`src/scr_pkg.sv`:
```
package scr_pkg;
  // Register addresses in the serial map
  localparam logic [14:0] ADDR_IFC = 15'h0000;
  localparam logic [14:0] ADDR_DEV = 15'h0002;
  localparam logic [14:0] ADDR_ID_LO = 15'h000c;
  localparam logic [14:0] ADDR_ID_HI = 15'h000d;
  localparam logic [14:0] ADDR_USR = 15'h0010;
  // Field positions
  localparam int IFC_SRST_BIT = 7;
  localparam int IFC_ASCEND_BIT = 5;
  localparam int IFC_IND_BIT = 4;
  localparam int USR_HOLD_BIT = 0;
  localparam int CMD_RW_BIT = 15;
  // Values after reset
  localparam logic [7:0] IFC_RESET = 8'h30;
  localparam logic [7:0] DEV_RESET = 8'h00;
  localparam logic [7:0] USR_RESET = 8'h00;
  // Frame bit counts, as last index of the bit counter
  localparam logic [3:0] CMD_LAST = 4'hf;
  localparam logic [3:0] DATA_LAST = 4'h7;
  // Whole-chip reset duration, longest time rounds down
  localparam int SRST_TIME_NS = 750;
  localparam int CLK_PERIOD_NS = 50;
  localparam int SRST_CYCLES = SRST_TIME_NS / CLK_PERIOD_NS;
  localparam logic [4:0] SRST_COUNT = 5'(SRST_CYCLES);

  typedef enum logic [1:0] {
    MODE_NORMAL = 2'h0,
    MODE_RSVD1 = 2'h1,
    MODE_RSVD2 = 2'h2,
    MODE_POWER_DOWN = 2'h3
  } scr_mode_type;

  typedef enum logic [3:0] {
    ST_WAIT = 4'h1,
    ST_IDLE = 4'h2,
    ST_CMD = 4'h4,
    ST_DATA = 4'h8
  } scr_state_type;

  typedef struct packed {
    logic cs_n;
    logic sclk;
    logic sdi;
  } scr_spi_in_type;

  typedef struct packed {
    logic power_down;
    scr_mode_type op_mode;
  } scr_cfg_type;
endpackage

```
`src/scr_core_regs.sv`:
```
`timescale 1ns/1ns
module scr_core_regs
  import scr_pkg::*;
#(
  parameter logic [15:0] MAKER_ID = 16'h5a3c // Arbitrary identification value
) (
  input wire logic clk_sys,
  input wire logic reset,
  input wire scr_spi_in_type spi_in,
  output logic sdo,
  output logic chip_reset,
  output scr_cfg_type cfg
);

  // Elaboration check of the reset duration against the counter width
  if (SRST_CYCLES < 1 || SRST_CYCLES > 31) begin : g_chk
    $error("Whole-chip reset duration does not fit the counter");
  end

  scr_state_type state_q;
  logic sclk_q;
  logic [15:0] sh_q;
  logic [3:0] cnt_q;
  logic rw_q;
  logic [14:0] addr_q;
  logic [7:0] tx_q;
  logic [7:0] ifc_q;
  logic [7:0] dev_q;
  logic [7:0] usr_q;
  logic [4:0] srst_cnt_q;
  logic chip_reset_q;
  logic sdo_q;
  scr_cfg_type cfg_q;

  logic sclk_rise;
  logic sclk_fall;
  logic cmd_done;
  logic byte_done;
  logic wr_stb;
  logic soft_req;
  logic rst_all;
  logic hold;
  logic ascend;
  logic [15:0] sh_next;
  logic [14:0] addr_step;
  logic [14:0] rd_addr;
  logic [7:0] rd_data;
  logic [7:0] ifc_rd;

  // Frame decode from the sampled serial pins
  assign sh_next = {sh_q[14:0], spi_in.sdi};
  assign sclk_rise = spi_in.sclk & ~sclk_q & ~spi_in.cs_n;
  assign sclk_fall = ~spi_in.sclk & sclk_q & ~spi_in.cs_n;
  assign cmd_done = sclk_rise && (state_q == ST_CMD) && (cnt_q == CMD_LAST);
  assign byte_done = sclk_rise && (state_q == ST_DATA) && (cnt_q == DATA_LAST);
  assign wr_stb = byte_done & ~rw_q;
  assign soft_req = wr_stb && (addr_q == ADDR_IFC) && sh_next[IFC_SRST_BIT];
  assign rst_all = reset | chip_reset_q | soft_req;
  assign hold = usr_q[USR_HOLD_BIT];
  assign ascend = ifc_q[IFC_ASCEND_BIT];

  // Next streaming address
  always_comb begin
    if (hold) begin
      addr_step = addr_q;
    end else if (ascend) begin
      addr_step = addr_q + 15'h0001;
    end else begin
      addr_step = addr_q - 15'h0001;
    end
  end

  // Read data mux; indicator bit forced, reset bit shows the reset in progress
  assign ifc_rd = {chip_reset_q, ifc_q[6:5], 1'b1, ifc_q[3:0]};
  assign rd_addr = cmd_done ? sh_next[14:0] : addr_step;
  always_comb begin
    case (rd_addr)
      ADDR_IFC: rd_data = ifc_rd;
      ADDR_DEV: rd_data = dev_q;
      ADDR_ID_LO: rd_data = MAKER_ID[7:0];
      ADDR_ID_HI: rd_data = MAKER_ID[15:8];
      ADDR_USR: rd_data = usr_q;
      default: rd_data = 8'h00;
    endcase
  end

  // Serial clock history for edge detection
  always_ff @(posedge clk_sys) begin
    if (reset) begin
      sclk_q <= 1'b0;
    end else begin
      sclk_q <= spi_in.sclk;
    end
  end

  // Frame sequencer: command word, then streamed data bytes
  always_ff @(posedge clk_sys) begin
    if (rst_all) begin
      state_q <= ST_WAIT;
      cnt_q <= 4'h0;
      sh_q <= 16'h0000;
      rw_q <= 1'b0;
      addr_q <= 15'h0000;
      tx_q <= 8'h00;
    end else if (spi_in.cs_n) begin
      state_q <= ST_IDLE;
      cnt_q <= 4'h0;
    end else begin
      case (state_q)
        ST_IDLE: begin
          state_q <= ST_CMD;
          cnt_q <= 4'h0;
        end
        ST_CMD: begin
          if (sclk_rise) begin
            sh_q <= sh_next;
            cnt_q <= cnt_q + 4'h1;
            if (cmd_done) begin
              state_q <= ST_DATA;
              cnt_q <= 4'h0;
              rw_q <= sh_next[CMD_RW_BIT];
              addr_q <= sh_next[14:0];
              tx_q <= rd_data;
            end
          end
        end
        ST_DATA: begin
          if (sclk_rise) begin
            sh_q <= sh_next;
            cnt_q <= cnt_q + 4'h1;
            if (byte_done) begin
              cnt_q <= 4'h0;
              addr_q <= addr_step;
              tx_q <= rd_data;
            end
          end else if (sclk_fall) begin
            tx_q <= {tx_q[6:0], 1'b0};
          end
        end
        ST_WAIT: state_q <= ST_WAIT;
        default: state_q <= ST_WAIT;
      endcase
    end
  end

  // Read data leaves on the dedicated output, changing on falling edges
  always_ff @(posedge clk_sys) begin
    if (rst_all || spi_in.cs_n) begin
      sdo_q <= 1'b0;
    end else if (sclk_fall && (state_q == ST_DATA) && rw_q) begin
      sdo_q <= tx_q[7];
    end
  end

  // Interface config; reset bit is never stored, indicator bit is kept
  always_ff @(posedge clk_sys) begin
    if (rst_all) begin
      ifc_q <= IFC_RESET;
    end else if (wr_stb && (addr_q == ADDR_IFC)) begin
      ifc_q <= {1'b0, sh_next[6:5], ifc_q[IFC_IND_BIT], sh_next[3:0]};
    end
  end

  // Device operating config
  always_ff @(posedge clk_sys) begin
    if (rst_all) begin
      dev_q <= DEV_RESET;
    end else if (wr_stb && (addr_q == ADDR_DEV)) begin
      dev_q <= sh_next[7:0];
    end
  end

  // User serial config with the address-hold bit
  always_ff @(posedge clk_sys) begin
    if (rst_all) begin
      usr_q <= USR_RESET;
    end else if (wr_stb && (addr_q == ADDR_USR)) begin
      usr_q <= sh_next[7:0];
    end
  end

  // Whole-chip reset timer; the request bit clears itself when it expires
  always_ff @(posedge clk_sys) begin
    if (reset) begin
      srst_cnt_q <= 5'h00;
      chip_reset_q <= 1'b0;
    end else begin
      chip_reset_q <= soft_req | (srst_cnt_q > 5'h01);
      if (soft_req) begin
        srst_cnt_q <= SRST_COUNT;
      end else if (srst_cnt_q != 5'h00) begin
        srst_cnt_q <= srst_cnt_q - 5'h01;
      end
    end
  end

  // Operating mode outputs; reserved codes pass through on op_mode, without power-down
  always_ff @(posedge clk_sys) begin
    if (reset) begin
      cfg_q <= '{power_down: 1'b0, op_mode: MODE_NORMAL};
    end else begin
      cfg_q.power_down <= (dev_q[1:0] == MODE_POWER_DOWN);
      cfg_q.op_mode <= scr_mode_type'(dev_q[1:0]);
    end
  end

  assign sdo = sdo_q;
  assign chip_reset = chip_reset_q;
  assign cfg = cfg_q;
endmodule // scr_core_regs

```
`config.mk`:
```
export PLATFORM = sky130hd
export DESIGN_NAME = scr_core_regs
export DESIGN_NICKNAME = d
export VERILOG_FILES = /design/src/scr_pkg.sv /design/src/scr_core_regs.sv
export SDC_FILE = /design/constraint.sdc
export NUM_CORES = 1
export LEC_CHECK = 0
export BUFFER_PORTS_ARGS = -buffer_cell sky130_fd_sc_hd__buf_2
export CAP_MARGIN = 20
export CORE_ASPECT_RATIO = 1.25
export CORE_MARGIN = 1.5
export CORE_UTILIZATION = 60
export DETAILED_ROUTE_END_ITERATION = 7
export GPL_ROUTABILITY_DRIVEN = 0
export PLACE_DENSITY = 0.77
export SYNTH_ARGS = -nofsm -noshare
export SYNTH_HDL_FRONTEND = slang
export SYNTH_SLANG_ARGS = --single-unit
```
`constraint.sdc`:
```
create_clock -name clk_sys -period 6.16 [get_ports clk_sys]
set_clock_uncertainty 0.05 [all_clocks]
set_input_delay 0 -clock clk_sys [delete_from_list [all_inputs] [get_ports clk_sys]]
set_output_delay 0 -clock clk_sys [all_outputs]
set_load 0.02 [all_outputs]
```
==> run_results.csv <==
group,metric,value,unit
sta,fmax,297.6,MHz
setup_path,required,6400,ps
sta,hold_viol,0,
setup_path,crit_family,"compound AO/OA/AOI/OAI gates",
floorplanning,core,7445,µm²
route,totalWireLength,11990,µm
clocking,cts.sinks,80,
setup_path,path_cells,"inv_1 > ha_1 > a21oi_1 > o21ai_0 > a21oi_1 > o21ai_0 > mux2_2 > o21ai_1 > nand4_1 > o21ai_1",
global_routing,antenna_found_initial,0,
synthesis,synth_area_leaders,"dfxtp_1 (34%), a21oi_1 (7.8%), nand2_1 (6.0%)",
layout,final_nets,606,
setup_path,slowest_stage,"o21ai_1",
synthesis,synth_cells,582,
setup_path,cp_num_buf_inv,1,
route,drc,0,
floorplanning,dieWidth,81.91,µm
setup_path,crit_arrival,3600,ps
clocking,insertion_delay,360,ps
setup_path,endpoint_kind,"flop",
power_and_ir_drop,total_power,1130,µW
route,drtIter0Drc,336,
global_routing,grt_pass1_wl,19910,µm
layout,drive_above_1_share,0.08149,
place,place_inst,658,
route,wl_per_cell,17.61,µm
sta,tns,0,ps
sta,hold_ws,378.1,ps
layout,syn2layout_area_growth,7.449,%
global_routing,grt.total_usage,0.3100,
global_routing,overflow,0,
layout,final_cells,681,
sta,rsz0062_at_grt,"false",
power_and_ir_drop,leakagePower,0.001744,µW
clocking,cts_tree,"built",
clocking,cts_resized,0,
route,drtPass1Iterations,6,
status,status,"completed",
synthesis,synth-seq-cells,80,
clocking,htree_levels,3,
layout,final_common_cell,"dfxtp_1",
global_routing,grt_pass1_vias,4134,
setup_path,crit_type,"reg -> reg",
clocking,clock_path_buffers,2,
sta,worstMarginPinSlew,881.3,ps
layout,final_util,0.6740,
route,vias,4429,
synthesis,yosysSeqAreaShare,0.3430,
synthesis,synth_area_per_cell,8.023,µm²
sta,fin_crit_sh,0.5455,
synthesis,synth.top_cell.area_share,0.3430,
hold_path,min_path_type,"in -> reg",
synthesis,synth-main-ff-cell,"dfxtp_1",
route,postRouteAntennaNets,0,
power_and_ir_drop,irDropWorstVdd,0.2592,mV
synthesis,synth.distinct_cells,68,
job,cap_violations,0,
floorplanning,die_h,101.6,µm
synthesis,syn_area,4669,µm²
synthesis,synth_largest_area_cell,"dfxtp_1",
global_routing,grt_max_degree,51,
setup_path,critical_path.max_stage_delay,520,ps
floorplanning,initial_core_util,0.6272,
clocking,cts-root-buf,"clkbuf_8",
place,dpl.hpwl,8448,µm
layout,layout_common_cells,"dfxtp_1 (80), nand2_1 (75), a21oi_1 (73)",
setup_path,start_kind,"flop",
synthesis,syn-num-nets,604,
clocking,cts_buffers,9,
sta,period_needed,3361,ps
sta,setup_viol,0,
sta,slew_viol_final,0,
route,met3_length,639,µm
floorplanning,die_area,8324,µm²
synthesis,synth_warnings,0,
route,via_per_inst,6.504,
floorplanning,io_pins,10,
setup_path,cp_max_fo,16,
clocking,clk_pin_slew,90,ps
layout,antenna_cells,0,
route,wl_met2,5749,µm
power_and_ir_drop,p_per_area,225.1,nW/µm²
sta,relSlewSlack,0.4125,
route,maxUsedRoutingLayer,"met4",
synthesis,synth_edf_count,0,
place,io_buffers,9,
synthesis,async_flop_share,0,
route,drt-met1-wl,5206,µm
floorplanning,num_rows,35,
==> layout make-up <==
| type | count | area [µm²] |
|---|---|---|
| Fill cell | 647 | 2427 |
| Clock buffer | 11 | 141.4 |
| Timing Repair Buffer | 23 | 162.7 |
| Inverter | 8 | 30.03 |
| Sequential cell | 80 | 1602 |
| Tap cell | 92 | 115.1 |
| Clock inverter | 5 | 88.84 |
| Multi-Input combinational cell | 462 | 2878 |
==> kinds of logic after synthesis <==
logic type	after synthesis	share of synthesized area
flops	80	0.3430
mux	34	0.07690
fa+ha+maj	17	0.04716
buf+inv	40	0.04394
xor+xnor	11	0.02063
compound gates	172	0.2256
simple gates	228	0.2428
==> routing by layer <==
metal / up-vias / global-route usage
met3: 38 / 0.04775
met5: - / 0
li1: 2124 / -
met1: 2112 / 0.4021
met2: 155 / 0.4975
met4: 0 / 0.1512
==> per-stage QoR <==
stage | area, µm² | setup WS, ps
floorplan | 4669 | 3425
global placement | 4715 | 3009
detailed placement | 4722 | 2909
CTS | 5002 | 2880
global route | 5017 | 2490
finish | 5017 | 2799
==> registers in the layout, summed over array words and instances, names as in the netlist, 4 cells and up <==
name,count
ifc_q,6
cnt_q,4
sh_q,15
srst_cnt_q,5
dev_q,8
addr_q,15
usr_q,8
tx_q,8
state_q,4
==> what timing repair did <==
action,4_1_cts,5_1_grt
endpoints found under the hold margin,13,0
endpoints found under the setup margin,0,0
buffers inserted,0,0
hold buffers,5,0
==> worst reg2reg max path, cell delays in order (launching register included) <==
cell and delay [ps]:
dfxtp_1 440, inv_1 300, ha_1 460, a21oi_1 320
o21ai_0 140, a21oi_1 250, o21ai_0 130, mux2_2 310
o21ai_1 520, nand4_1 180, o21ai_1 170
==> power breakdown <==
group	internal (µW)	switching, µW
Clock	244	203
Combinational	46.5	85.5
Sequential	533	18.1
Total	823	307
==> synth_stat cells (all sizes together), types with 4 or more instances <==
master  instances
nor3           14
dfxtp          80
nor2           66
clkbuf         13
a211oi          7
o21ai          40
mux2i          25
inv             8
a22oi           6
nor2b           5
nor3b           4
nor4            8
xor2            5
ha             16
or3             9
nand3          14
a22o            4
o211ai         10
mux2            9
a21o            5
buf            19
nand2          75
a21oi          73
xnor2           6
and3            5
nand4          14
==> worst paths after layout <==
path	to	cells after the start	slack [ps]	start
max	tx_q[0]	10	2800	ifc_q[5]
min	state_q[0]	3	380	spi_in[2]
max reg2reg	tx_q[0]	10	2800	ifc_q[5]
min reg2reg	srst_cnt_q[4]	1	410	srst_cnt_q[4]
Power figures use the tool's default switching activity.
